===== config.mk =====
export PLATFORM = sky130hd
export DESIGN_NAME = ddr_seq
export DESIGN_NICKNAME = d
export VERILOG_FILES = /design/src/hw/ddr_seq_pkg.sv /design/src/hw/ddr_seq.sv
export VERILOG_INCLUDE_DIRS = /design/src /design/src/hw
export SDC_FILE = /design/constraint.sdc
export NUM_CORES = 1
export LEC_CHECK = 0
export ABC_CLOCK_PERIOD_IN_PS = 4800
export BUFFER_PORTS_ARGS = -buffer_cell sky130_fd_sc_hd__clkbuf_2
export CORE_ASPECT_RATIO = 1.25
export CORE_MARGIN = 2
export CORE_UTILIZATION = 60
export CTS_BUF_LIST = sky130_fd_sc_hd__clkbuf_16
export CTS_CLUSTER_SIZE = 14
export DETAILED_ROUTE_END_ITERATION = 8
export GPL_ROUTABILITY_DRIVEN = 0
export GPL_TIMING_DRIVEN = 0
export PLACE_DENSITY = 0.75
export SLEW_MARGIN = 25
export SYNTH_ARGS = -nofsm -noshare
export SYNTH_HDL_FRONTEND = slang
export SYNTH_SLANG_ARGS = --single-unit
export TNS_END_PERCENT = 30

===== constraint.sdc =====
create_clock -name clk -period 4.8 [get_ports clk]
set_input_delay 0.24 -clock clk [delete_from_list [all_inputs] [get_ports clk]]
set_output_delay 0.24 -clock clk [all_outputs]
set_load 0.02 [all_outputs]

===== src/hw/ddr_seq_params.svh =====
// Constants for the burst and self-refresh sequencing block.
`ifndef DDR_SEQ_PARAMS_SVH
`define DDR_SEQ_PARAMS_SVH
`define BURST_LEN4 4'h4
`define BURST_LEN8 4'h8
`define ADDITIVE_LAT_RST 3'h0
`define COLUMN_LAT_RST 3'h3
`define BURST_LEN_RST 4'h4
`endif


===== src/hw/ddr_seq_pkg.sv =====
// Types shared by the burst and self-refresh sequencing block.
`default_nettype none
package ddr_seq_pkg;
    typedef enum logic [2:0] {
        CMD_NOP,
        CMD_ACT,
        CMD_RD,
        CMD_WR,
        CMD_PRE,
        CMD_SRE,
        CMD_SRX
    } cmd_op_t;
    typedef struct packed {
        cmd_op_t op;
        logic [2:0] bank;
    } cmd_t;
    typedef struct packed {
        logic [2:0] additive_latency;
        logic [2:0] column_access_latency;
        logic [3:0] burst_length;
    } mode_cfg_t;
endpackage : ddr_seq_pkg
`default_nettype wire


===== src/hw/ddr_seq.sv =====
// Device-side burst streamer and self-refresh state tracker.
`include "ddr_seq_params.svh"
`timescale 1ns/1ns
`default_nettype none
// ============================================================
module ddr_seq
    import ddr_seq_pkg::*;
#(
    parameter int NBANK = 8,
    parameter int DEPTH = 32
) (
    input wire logic clk,
    input wire logic rst,
    input wire cmd_t cmd_in,
    input wire mode_cfg_t cfg,
    output logic rd_valid,
    output logic [2:0] rd_bank,
    output logic wr_accept,
    output logic [2:0] wr_bank,
    output logic selfrefresh,
    output logic [NBANK-1:0] bank_open,
    output logic cmd_error
);
    // ============================================================
    // Latency derivation.
    logic [3:0] read_latency;
    logic [3:0] write_latency;
    assign read_latency = {1'b0, cfg.additive_latency} + {1'b0, cfg.column_access_latency};
    assign write_latency = read_latency - 4'h1;

    logic [3:0] burst_len;
    assign burst_len = (cfg.burst_length == `BURST_LEN8) ? `BURST_LEN8 : `BURST_LEN4;

    // ============================================================
    // Delay lines: one bit per cycle carrying a burst start and its bank.
    // A shift line instead of a counter lets overlapping bursts pipeline freely.
    logic [DEPTH-1:0] rd_line_r, rd_line_nxt, wr_line_r, wr_line_nxt;
    logic [2:0] rd_bk_r [DEPTH], wr_bk_r [DEPTH];
    logic is_rd, is_wr;
    assign is_rd = (cmd_in.op == CMD_RD) && bank_open[cmd_in.bank] && !selfrefresh;
    assign is_wr = (cmd_in.op == CMD_WR) && bank_open[cmd_in.bank] && !selfrefresh;

    // Next line contents: shift down one place, insert at latency tap.
    always_comb begin
        rd_line_nxt = rd_line_r >> 1;
        wr_line_nxt = wr_line_r >> 1;
        if (is_rd && read_latency != 4'h0) begin
            rd_line_nxt[read_latency - 4'h1] = 1'b1;
        end
        if (is_wr && write_latency != 4'h0) begin
            wr_line_nxt[write_latency - 4'h1] = 1'b1;
        end
    end

    // Bank tags travel with the start bits.
    genvar gi;
    generate
        for (gi = 0; gi < DEPTH; gi++) begin : g_tag
            always_ff @(posedge clk or posedge rst) begin
                if (rst) begin
                    rd_bk_r[gi] <= 3'h0;
                    wr_bk_r[gi] <= 3'h0;
                end else begin
                    if (is_rd && gi == int'(read_latency) - 1) begin
                        rd_bk_r[gi] <= cmd_in.bank;
                    end else if (gi < DEPTH - 1) begin
                        rd_bk_r[gi] <= rd_bk_r[gi + 1];
                    end
                    if (is_wr && gi == int'(write_latency) - 1) begin
                        wr_bk_r[gi] <= cmd_in.bank;
                    end else if (gi < DEPTH - 1) begin
                        wr_bk_r[gi] <= wr_bk_r[gi + 1];
                    end
                end
            end
        end
    endgenerate

    always_ff @(posedge clk or posedge rst) begin
        if (rst) begin
            rd_line_r <= '0;
            wr_line_r <= '0;
        end else begin
            rd_line_r <= rd_line_nxt;
            wr_line_r <= wr_line_nxt;
        end
    end

    // ============================================================
    // Burst counters: a new start reloads the count, so a start arriving
    // exactly as the previous burst ends continues with no bubble.
    logic [3:0] rd_cnt_r, rd_cnt_nxt, wr_cnt_r, wr_cnt_nxt;
    logic [2:0] rd_bank_r, rd_bank_nxt, wr_bank_r, wr_bank_nxt;
    logic rd_start, wr_start;
    assign rd_start = rd_line_r[0];
    assign wr_start = wr_line_r[0];

    always_comb begin
        rd_cnt_nxt = (rd_cnt_r != 4'h0) ? rd_cnt_r - 4'h1 : 4'h0;
        wr_cnt_nxt = (wr_cnt_r != 4'h0) ? wr_cnt_r - 4'h1 : 4'h0;
        rd_bank_nxt = rd_bank_r;
        wr_bank_nxt = wr_bank_r;
        if (rd_start) begin
            rd_cnt_nxt = burst_len - 4'h1;
            rd_bank_nxt = rd_bk_r[0];
        end
        if (wr_start) begin
            wr_cnt_nxt = burst_len - 4'h1;
            wr_bank_nxt = wr_bk_r[0];
        end
    end

    always_ff @(posedge clk or posedge rst) begin
        if (rst) begin
            rd_cnt_r <= 4'h0;
            wr_cnt_r <= 4'h0;
            rd_bank_r <= 3'h0;
            wr_bank_r <= 3'h0;
        end else begin
            rd_cnt_r <= rd_cnt_nxt;
            wr_cnt_r <= wr_cnt_nxt;
            rd_bank_r <= rd_bank_nxt;
            wr_bank_r <= wr_bank_nxt;
        end
    end

    // Data-phase strobes are one clock per beat; the first beat is the start cycle.
    assign rd_valid = rd_start || (rd_cnt_r != 4'h0);
    assign wr_accept = wr_start || (wr_cnt_r != 4'h0);
    assign rd_bank = rd_start ? rd_bk_r[0] : rd_bank_r;
    assign wr_bank = wr_start ? wr_bk_r[0] : wr_bank_r;

    // ============================================================
    // Bank and self-refresh state.  A refresh entry with any bank open is
    // flagged and ignored, since the controller owns that precondition.
    logic [NBANK-1:0] bank_open_r, bank_open_nxt;
    logic sr_r, sr_nxt, err_r, err_nxt;

    always_comb begin
        bank_open_nxt = bank_open_r;
        sr_nxt = sr_r;
        err_nxt = 1'b0;
        case (cmd_in.op)
            CMD_ACT: begin
                if (!sr_r) bank_open_nxt[cmd_in.bank] = 1'b1;
                else err_nxt = 1'b1;
            end
            CMD_PRE: begin
                bank_open_nxt[cmd_in.bank] = 1'b0;
            end
            CMD_SRE: begin
                if (bank_open_r == '0) sr_nxt = 1'b1;
                else err_nxt = 1'b1;
            end
            CMD_SRX: begin
                sr_nxt = 1'b0;
            end
            CMD_RD, CMD_WR: begin
                err_nxt = sr_r || !bank_open_r[cmd_in.bank];
            end
            default: begin
            end
        endcase
    end

    always_ff @(posedge clk or posedge rst) begin
        if (rst) begin
            bank_open_r <= '0;
            sr_r <= 1'b0;
            err_r <= 1'b0;
        end else begin
            bank_open_r <= bank_open_nxt;
            sr_r <= sr_nxt;
            err_r <= err_nxt;
        end
    end

    assign bank_open = bank_open_r;
    assign selfrefresh = sr_r;
    assign cmd_error = err_r;
endmodule : ddr_seq
`default_nettype wire


== Word level (Yosys, flattened, before mapping) ==
Index checks and enable logic that the tools add are counted.
Cells by class
  add/sub/neg operators: 8
  $mul: 0
  divide/modulo/power cells: 0
  magnitude comparators: 6
  equality and inequality tests: 71
  shift-type cells: 0
  mux-type cells: 86
  bitwise gates (word level): 5
  reduce and logical (&&, ||, !) cells: 90
Operators by type and width (number)
  == test 6 x 5 -> 1 bit (first input constant): 32
  two-way mux 3 bit: 64
  == test 5 bit (first input constant): 16
  logical AND 1 bit: 73
  logical NOT 32 bit: 2
  two-way mux 32 bit: 2
  OR 31 x 16 -> 31 bit: 2
  == test 4 x 5 -> 1 bit (first input constant): 8
  == test 3 x 5 -> 1 bit (first input constant): 4
  two-way mux 4 bit: 5
  subtractor 4 x 1 -> 4 bit (second input constant): 5
  one-hot mux 8 bit (2 select lines): 1
  nonzero test 4 bit: 4
  < comparator 4 x 6 -> 1 bit (second input constant): 2
  == test 2 x 5 -> 1 bit (first input constant): 2
  subtractor 4 x 1 -> 5 bit (second input constant): 2
  == test 3 bit (second input constant): 3
  AND 8 bit: 1
  demux 1 bit (select 4 bit): 2
  greater-or-equal comparator 4 x 1 -> 1 bit (second input constant): 2
  logical NOT 8 bit: 1
  two-way mux 8 bit: 1
  inverter 8 bit: 1
  OR 8 bit: 1
  17 further kinds: 30
Word-level totals
  flip-flop bits (word level): 280
  latch bits: 0
  memory bits (writable): 0
  memory bits (read-only): 0
  input bits: 18
  output and inout bits: 18
  logic and storage cells: 339
  memories kept: 0

== Depth between registers and ports, before layout ==
Gate-level depths: netlist (run 1).
  depth after elaboration: 9
  mapped depth: 10

== Worst setup path before layout (run 1) ==
OpenSTA, ideal clock, no wires.
  path kind: input-to-reg
  from: input port cfg[4] in the netlist's numbering
  to: register wr_bk_r[60] in the netlist's numbering
  data arrival time: 2.796 ns
  slack: 1.879 ns
  stages on the path: 10
  path buffers: 1
  path through: ha_1 inv_1 fa_1 ha_1 xor3_1 or3_1 clkbuf_1 a2bb2oi_2 nor2_1 mux2_2
Between the ends
  word-level cells in the longest chain between the ends: 6
Ends and longest elaborated chain
  start: declaration: RTL line ddr_seq.sv:15  | input wire mode_cfg_t cfg,
  adder 3 x 3 -> 4 bit: RTL line ddr_seq.sv:28  | assign read_latency = {1'b0, cfg.additive_latency} + {1'b0, cfg.column_access_latency};
  subtractor 4 x 1 -> 4 bit: RTL line ddr_seq.sv:29  | assign write_latency = read_latency - 4'h1;
  subtractor 4 x 1 -> 5 bit: RTL line ddr_seq.sv:69  | if (is_wr && gi == int'(write_latency) - 1) begin
  == test 5 bit: RTL line ddr_seq.sv:69
  logical AND 1 bit: RTL line ddr_seq.sv:69
  two-way mux 3 bit: RTL line ddr_seq.sv:69
  end signal: indexed assignment: RTL line ddr_seq.sv:70  | wr_bk_r[gi] <= cmd_in.bank;
  end signal: indexed assignment: RTL line ddr_seq.sv:72  | wr_bk_r[gi] <= wr_bk_r[gi + 1];
  end: declaration: RTL line ddr_seq.sv:38  | logic [2:0] rd_bk_r [DEPTH], wr_bk_r [DEPTH];
Every way passes these cells.
A chain may end at the register's enable or synchronous reset.

== Worst setup path in the final report (run 1) ==
  from: input port cfg[4] in the netlist's numbering
  to: register wr_bk_r[91] in the netlist's numbering
Between the ends
  word-level cells in the longest chain between the ends: 6
Ends and longest elaborated chain (RTL line)
  adder 3 x 3 -> 4 bit: ddr_seq.sv:28
  subtractor 4 x 1 -> 4 bit: ddr_seq.sv:29
  subtractor 4 x 1 -> 5 bit: ddr_seq.sv:69
  == test 2 x 5 -> 1 bit: ddr_seq.sv:69
  logical AND 1 bit: ddr_seq.sv:69
  two-way mux 3 bit: ddr_seq.sv:69
Every way passes these cells.

==> reports/metrics.yaml, run 1 <==
outcome:
  status: "completed"
clock_network:
  clock_tree_from_tritoncts: "done"
  clk_transition_reported_paths_ns: 0.06
  ctsResizeCount: 0
  cts-htree-levels: 4
  worstSkewPairLatency_ns: 0.42
  cts_buffer_depth: 2
  cts-buffers-inserted: 17
  clock_sink_count: 152
  cts-root-buf: "clkbuf_16"
yosys:
  ys_seq_elements: 152
  synthDistinctLibCells: 48
  post_synth.cell_area_avg_sq_um: 13.29
  dominantRegCellSynth: "dfrtp_1"
  count_of_yosys_warnings_during_synthesis: 0
  synth_cells: 473
  synthesis.nets: 501
  asyncSetResetFlopFracSynth: 1.000
  mappedNetlistArea_sq_um: 6285
  number_of_enable_flip_flop_cells_after_synthesis: 0
  seq_area_frac_synth: 0.6052
run:
  cap_viol_max_count: 0
global_route:
  grt_antenna_before_repair: 0
  grt.total_usage: 0.2364
  pin_count_of_the_biggest_net_entering_global_routing: 79
  gr-total-overflow: 0
  first_global_vias: 4037
  wire_length_of_the_first_global_routing_pass_microns: 19840
sta:
  setup_violations: 0
  worst_clock_skew_ns: 0.006447
  finalWorstPathRequiredPeriod_ns: 3.035
  post-route-period-util: 0.6323
  hold_slack_ns: 0.08254
  relSlewSlack: 0.5853
  rsz_0062_raised_after_global_routing: "no"
  slew_viol_final: 0
  finalHoldViolCount: 0
  timing.fmax_ghz: 0.3295
  least_margin_pin_slew_ns: 0.6220
min_path:
  holdCritPathClass: "input port to register"
setup_path:
  timing.critical_path.arrival_ns: 3.33
  worst_ep_required_time_ns: 5.10
  path_max_fanout: 8
  timing.setup.critical_path_class: "input port to register"
  critical_path.startpoint_type: "input port"
  worst_setup_path_end_kind: "register"
route:
  wl_per_cell_microns: 18.30
  detailedRoute.firstIterationViolations: 244
  vias: 3859
  dr.pass1.iters: 5
  detail_route.vias_per_cell: 5.760
  postRouteAntennaNets: 0
  drc: 0
  totalWireLength_microns: 12260
power_and_ir_drop:
  p_per_area_nw_per_um2: 415.8
  p_leak_nw: 3.729
  vdd_ir_drop_max_mv: 0.2580
floorplan:
  core_region_area_sq_um: 10160
  io-pin-count: 36
  die_w_microns: 95.54
  num_rows: 41
  floorplan.initialDensity: 0.6187
  die-height_microns: 118.4
  die_area_sq_um: 11310
placement:
  place_inst: 638
  placed_wire_length_estimate_microns: 8205
  portBuffers: 35
cells_and_area:
  final-instance-count-excl-fill: 670
  final_net_count: 557
  antenna-diode-count: 0
  final_layout_size_suffix_gt1_frac: 0.3401
  area_growth_pct: 15.77
==> placed cells by master, fill, tap and decap left out, types with 4 or more instances in the layout <==
cell type,count
ha_1,9
nand2b_1,5
nand3_1,6
clkbuf_1,12
inv_1,12
bufinv_16,4
nor2_1,38
mux2_2,96
clkinvlp_4,4
o21bai_1,14
or2_2,12
and2_1,7
clkbuf_16,17
o21ai_0,6
mux2i_1,5
or3_1,6
a21oi_1,19
dfrtp_1,152
clkbuf_2,35
a31oi_1,7
nand2_1,18
a21o_1,7
==> flip-flops by register name (all words and copies together), names as in the netlist, named ones only <==
name and cells:
wr_bk_r 48, rd_bank_r 3, wr_line_r 16, cmd_error 1, rd_line_r 16, rd_cnt_r 4
selfrefresh 1, wr_cnt_r 4, rd_bk_r 48, wr_bank_r 3
==> cells in the mapped netlist, types with 2 or more instances <==
| master | count | area share |
|---|---|---|
| mux2i_1 | 5 | 0.0080 |
| inv_1 | 11 | 0.0066 |
| nor2b_1 | 3 | 0.0030 |
| nor3_1 | 2 | 0.0016 |
| o21bai_1 | 14 | 0.017 |
| clkbuf_1 | 12 | 0.0072 |
| a2bb2oi_1 | 2 | 0.0028 |
| or4b_2 | 2 | 0.0032 |
| dfrtp_1 | 152 | 0.61 |
| a31oi_1 | 7 | 0.0070 |
| and3_1 | 3 | 0.0030 |
| nand3_1 | 6 | 0.0048 |
| xnor2_1 | 3 | 0.0042 |
| o21ai_0 | 6 | 0.0048 |
| ha_1 | 9 | 0.018 |
| nand2_1 | 18 | 0.011 |
| nand2b_1 | 5 | 0.0050 |
| o31ai_1 | 2 | 0.0024 |
| mux2_2 | 96 | 0.17 |
| or4_1 | 2 | 0.0024 |
| and2_1 | 7 | 0.0070 |
| or3_1 | 6 | 0.0060 |
| a21oi_1 | 19 | 0.015 |
| nor2_1 | 38 | 0.023 |
| a21boi_0 | 2 | 0.0024 |
| or2_2 | 12 | 0.012 |
| a21o_1 | 7 | 0.0084 |
| nor3_4 | 2 | 0.0052 |
==> critical path, stage by stage <==
cell	delay, ns
clkbuf_2	0.08
ha_1	0.22
inv_1	0.08
fa_1	0.52
ha_1	0.28
xnor2_1	0.45
o21ai_0	0.37
o22a_1	0.40
nor2_1	0.31
mux2_2	0.37
==> logic make-up (layout without fill, tap and decap cells) <==
logic type      Yosys count  after routing  share of synthesized area
buf+inv                  26             94                    0.01632
xor+xnor                  5              5                   0.009358
mux                     102            102                     0.1836
compound gates           69             69                    0.07406
simple gates            109            109                    0.09039
flops                   152            152                     0.6052
fa+ha+maj                10             10                    0.02110
==> repair_timing <==
action                                 4_1_cts  5_1_grt
endpoints found under the hold margin       74        0
hold buffers                                 1        0
buffers inserted                             0        0
==> cell type report <==
cell class | instances | area, sq um
Buffer | 15 | 61.31
Clock buffer | 17 | 425.4
Clock inverter | 14 | 183.9
Fill cell | 698 | 2882
Inverter | 11 | 48.80
Multi-Input combinational cell | 295 | 2379
Sequential cell | 152 | 3804
Tap cell | 129 | 161.4
Timing Repair Buffer | 37 | 212.7
==> metal layers <==
metal  track usage  wire (microns)  share of wire  up-vias
li1              -               -              -     1762
met1        0.2907            5052           0.41     1967
met5             0               0              0        -
met2        0.3999            6460           0.53      112
met4       0.07232             203          0.017        0
met3       0.06820             541          0.044       18
==> worst paths after layout <==
check,slack [ns],end,from,cells after the start
max,1.77,wr_bk_r[91],cfg[4],10
max reg2reg,2.27,wr_bk_r[54],register,6
min reg2reg,0.43,rd_line_r[1],rd_line_r[2],1
min in group asynchronous,0.44,wr_cnt_r[0],rst,3
max in group asynchronous,3.63,wr_line_r[14],rst,4
min,0.08,selfrefresh,cmd_in[4],2
==> metrics by stage <==
| step | total power, mW | cell area (sq um) | setup WS (ns) | TNS, ns | util |
|---|---|---|---|---|---|
| detailed placement | 1.681 | 6656 | 1.429 | 0 | 0.6553 |
| CTS | 3.039 | 7276 | 1.808 | 0 | 0.7163 |
| floorplan | 1.580 | 6285 | 0.4669 | 0 | - |
| global route | 3.143 | 7276 | 1.620 | 0 | 0.7163 |
| global placement | 1.666 | 6621 | -0.8163 | -123.01 | 0.6519 |
| finish | 3.025 | 7276 | 1.765 | 0 | 0.7163 |
==> where the power goes <==
| group | total, mW | internal, mW | switching, mW |
|---|---|---|---|
| Combinational | 0.327 | 0.106 | 0.220 |
| Clock | 1.36 | 0.861 | 0.498 |
| Sequential | 1.34 | 1.31 | 0.0281 |
Note: power is estimated with default switching activity, not from simulation.
==> run 2: changes to the inputs <==
--- a/config.mk
+++ b/config.mk
@@ -6,17 +6,17 @@
 export SDC_FILE = /design/constraint.sdc
 export NUM_CORES = 1
 export LEC_CHECK = 0
-export ABC_CLOCK_PERIOD_IN_PS = 4800
+export ABC_CLOCK_PERIOD_IN_PS = 2700
 export BUFFER_PORTS_ARGS = -buffer_cell sky130_fd_sc_hd__clkbuf_2
 export CORE_ASPECT_RATIO = 1.25
 export CORE_MARGIN = 2
-export CORE_UTILIZATION = 60
+export CORE_UTILIZATION = 54
 export CTS_BUF_LIST = sky130_fd_sc_hd__clkbuf_16
 export CTS_CLUSTER_SIZE = 14
 export DETAILED_ROUTE_END_ITERATION = 8
 export GPL_ROUTABILITY_DRIVEN = 0
 export GPL_TIMING_DRIVEN = 0
-export PLACE_DENSITY = 0.75
+export PLACE_DENSITY = 0.71
 export SLEW_MARGIN = 25
 export SYNTH_ARGS = -nofsm -noshare
 export SYNTH_HDL_FRONTEND = slang
==> constraint.sdc (replaced) <==
create_clock -name clk -period 2.7 [get_ports clk]
set_input_delay 0.135 -clock clk [delete_from_list [all_inputs] [get_ports clk]]
set_output_delay 0.135 -clock clk [all_outputs]
set_load 0.02 [all_outputs]
==> reports/metrics.yaml, run 2 (synthesized netlist as in run 1, its figures left out) <==
clock_network:
  clk_transition_reported_paths_ns: 0.05  # about the same
  worstSkewPairLatency_ns: 0.41  # about the same
  clock_tree_from_tritoncts: "done"
  cts-root-buf: "clkbuf_16"
  cts-buffers-inserted: 17  # unchanged
  cts_buffer_depth: 2  # unchanged
  clock_sink_count: 152  # unchanged
  cts-htree-levels: 4  # unchanged
cells_and_area:
  area_growth_pct: 18.00
  layout_common_cells: "152 x dfrtp_1, 96 x mux2_2, 35 x clkbuf_2, 34 x nor2_1, 19 x a21oi_1"
  antenna-diode-count: 0  # unchanged
  layout_commonest_cell: "dfrtp_1"
  final_util: 0.6445  # -0.07179
  largestRegisters: "rd_bk_r (48), wr_bk_r (48)"
  final_net_count: 563  # +1.1%
  layout.cell_area.non_filler_sq_um: 7416  # +1.9%
  final_layout_size_suffix_gt1_frac: 0.3547  # +0.01455
route:
  wl_per_cell_microns: 18.06  # -1.3%
  dr.pass1.iters: 4  # -1
  drc: 0  # unchanged
  detailedRoute.firstIterationViolations: 174  # -29%
  totalWireLength_microns: 12370  # +0.94%
  vias: 3840  # -0.49%
  postRouteAntennaNets: 0  # unchanged
  detail_route.vias_per_cell: 5.606  # -2.7%
setup_path:
  worst_setup_path_end_kind: "register"
  max_stage_delay_ns: 0.51  # about the same
  path_max_fanout: 9  # +1
  cp.buffers_inverters: 2  # unchanged
  worst_ep_required_time_ns: 2.99  # -2.11 ns
  crit_path_cell_trace: "clkbuf_2 > ha_1 > inv_1 > fa_2 > nor2b_1 > a221oi_1 > nor2_1 > nor2_2 > and3_1 > mux2_2"
  timing.critical_path.arrival_ns: 2.93  # -0.40 ns
  worst_r2r_path_depth: 6  # unchanged
  timing.setup.critical_path_class: "input port to register"
  critical_path.reg2reg.endpoint: "wr_bk_r[57]"
  critical-path-top-delay-family: "simple AND/OR/NAND/NOR gates"
  setup.reg_to_reg.worst_slack_ns: 0.10  # -2.17 ns
  worstSetupStartpoint: "cfg[4]"
  critical_path.startpoint_type: "input port"
  worst_path_max_delay_cell: "fa_2"
floorplan:
  die_area_sq_um: 12520  # +11%
  die_w_microns: 100.5  # +5.2%
  core_region_area_sq_um: 11510  # +13%
  floorplan.initialDensity: 0.5462  # -0.07253
  num_rows: 44  # +7.3%
  die-height_microns: 124.6  # +5.2%
  io-pin-count: 36  # unchanged
placement:
  placement.cell_area_sq_um: 6744  # +1.3%
  placed_wire_length_estimate_microns: 8527  # +3.9%
  portBuffers: 35  # unchanged
sta:
  worst_clock_skew_ns: 0.006177  # -0.0002705 ns
  post-route-period-util: 0.9762
  relSlewSlack: 0.5644  # -0.02099
  finalWorstPathRequiredPeriod_ns: 2.636
  least_margin_pin_slew_ns: 0.6535  # +0.03148 ns
  rsz_0062_raised_after_global_routing: "yes"
  timing.fmax_ghz: 0.3794
  slew_viol_final: 0  # unchanged
  setup_violations: 0  # unchanged
  finalHoldViolCount: 0  # unchanged
run:
  cap_viol_max_count: 0  # unchanged
min_path:
  holdCritPathClass: "input port to register"
  whs_path_depth: 3  # +1
  worst_hold_path.endpoint: "cmd_error"
  worstHoldStart: "cmd_in[3]"
global_route:
  pin_count_of_the_biggest_net_entering_global_routing: 35  # -56%
  wire_length_of_the_first_global_routing_pass_microns: 20460  # +3.1%
  first_global_vias: 4061  # +0.59%
  gr-total-overflow: 0  # unchanged
  grt_antenna_before_repair: 0  # unchanged
  grt.total_usage: 0.2149  # -0.02153
power_and_ir_drop:
  vdd_ir_drop_max_mv: 0.3520  # +36%
  p_leak_nw: 3.785  # +1.5%
  p_per_area_nw_per_um2: 724.0  # +74%
outcome:
  status: "completed"
-- run 2: cell count changes in the layout (fill, tap and decap cells not counted), moves of 2 or more --
cell	change
nor2_1	-4
xnor2_1	-2
xnor2_2	+2
clkinv_1	+3
dlygate4sd3_1	+2
buf_12	+4
nor2_2	+3
-- run 2: cell type report --
type	instances	area, sq um
Multi-Input combinational cell	295	2425
Clock inverter	14	166.4
Clock buffer	17	425.4
Inverter	11	45.04
Tap cell	138	172.7
Sequential cell	152	3804
Buffer	14	57.56
Timing Repair Buffer	44	320.3
Fill cell	865	4090
-- run 2: timing repair --
item | CTS | global route
endpoints found under the setup margin | 39 | 52
hold buffers | 3 | 0
gates resized for setup | 6 | 6
pin swaps | 1 | 2
hold endpoints to repair | 18 | 0
setup buffers | 0 | 1
-- run 2: worst max path at each step --
stage                  end  slack, ns  cells past startpoint
2_1_floorplan  wr_bk_r[60]      -0.12                     10
3_3_place_gp   wr_bk_r[94]      -0.55                     10
3_5_place_dp   wr_bk_r[90]      -0.59                     10
4_1_cts        wr_bk_r[67]       0.01                     11
5_1_grt        wr_bk_r[90]      -0.06                     10
6_report       rd_bk_r[93]       0.06                     10
-- run 2: report_power, final --
part	switching, mW	leakage (nW)	internal, mW
Sequential	0.0496	2.11	2.33
Combinational	0.399	1.38	0.215
Clock	0.860	0.292	1.51
Total	1.31	3.78	4.06
-- run 2: worst reg2reg max path, stage by stage (launching register included) --
cell and delay [ns]:
dfrtp_1 0.41, mux2i_1 0.10, mux4_2 0.56, nor3_4 0.35, nand2_1 0.30, a21oi_1 0.39, mux2_2 0.38
-- run 2: metal layers --
layer  wire, microns  up-vias  part of all wire  track usage
met3             385       16             0.031      0.04602
met1            5380     1965              0.43       0.2821
met2            6421       85              0.52       0.3514
met4             186        0             0.015      0.07897
li1                -     1774                 -            -
met5               0        -                 0            0
-- run 2: stage by stage --
step / setup WS, ns / hold slack [ns] / instances / TNS (ns) / power, mW
floorplan: -0.1157 / 0.2380 / 473 / -1.423 / 2.810
global placement: -0.5464 / 0.3944 / 646 / -45.76 / 2.965
detailed placement: -0.5865 / 0.1641 / 651 / -32.36 / 3.001
CTS: 0.01450 / 0.01029 / 685 / 0 / 5.380
global route: -0.06386 / 0.02865 / 685 / -0.7273 / 5.562
finish: 0.06435 / 0.02428 / 685 / 0 / 5.369
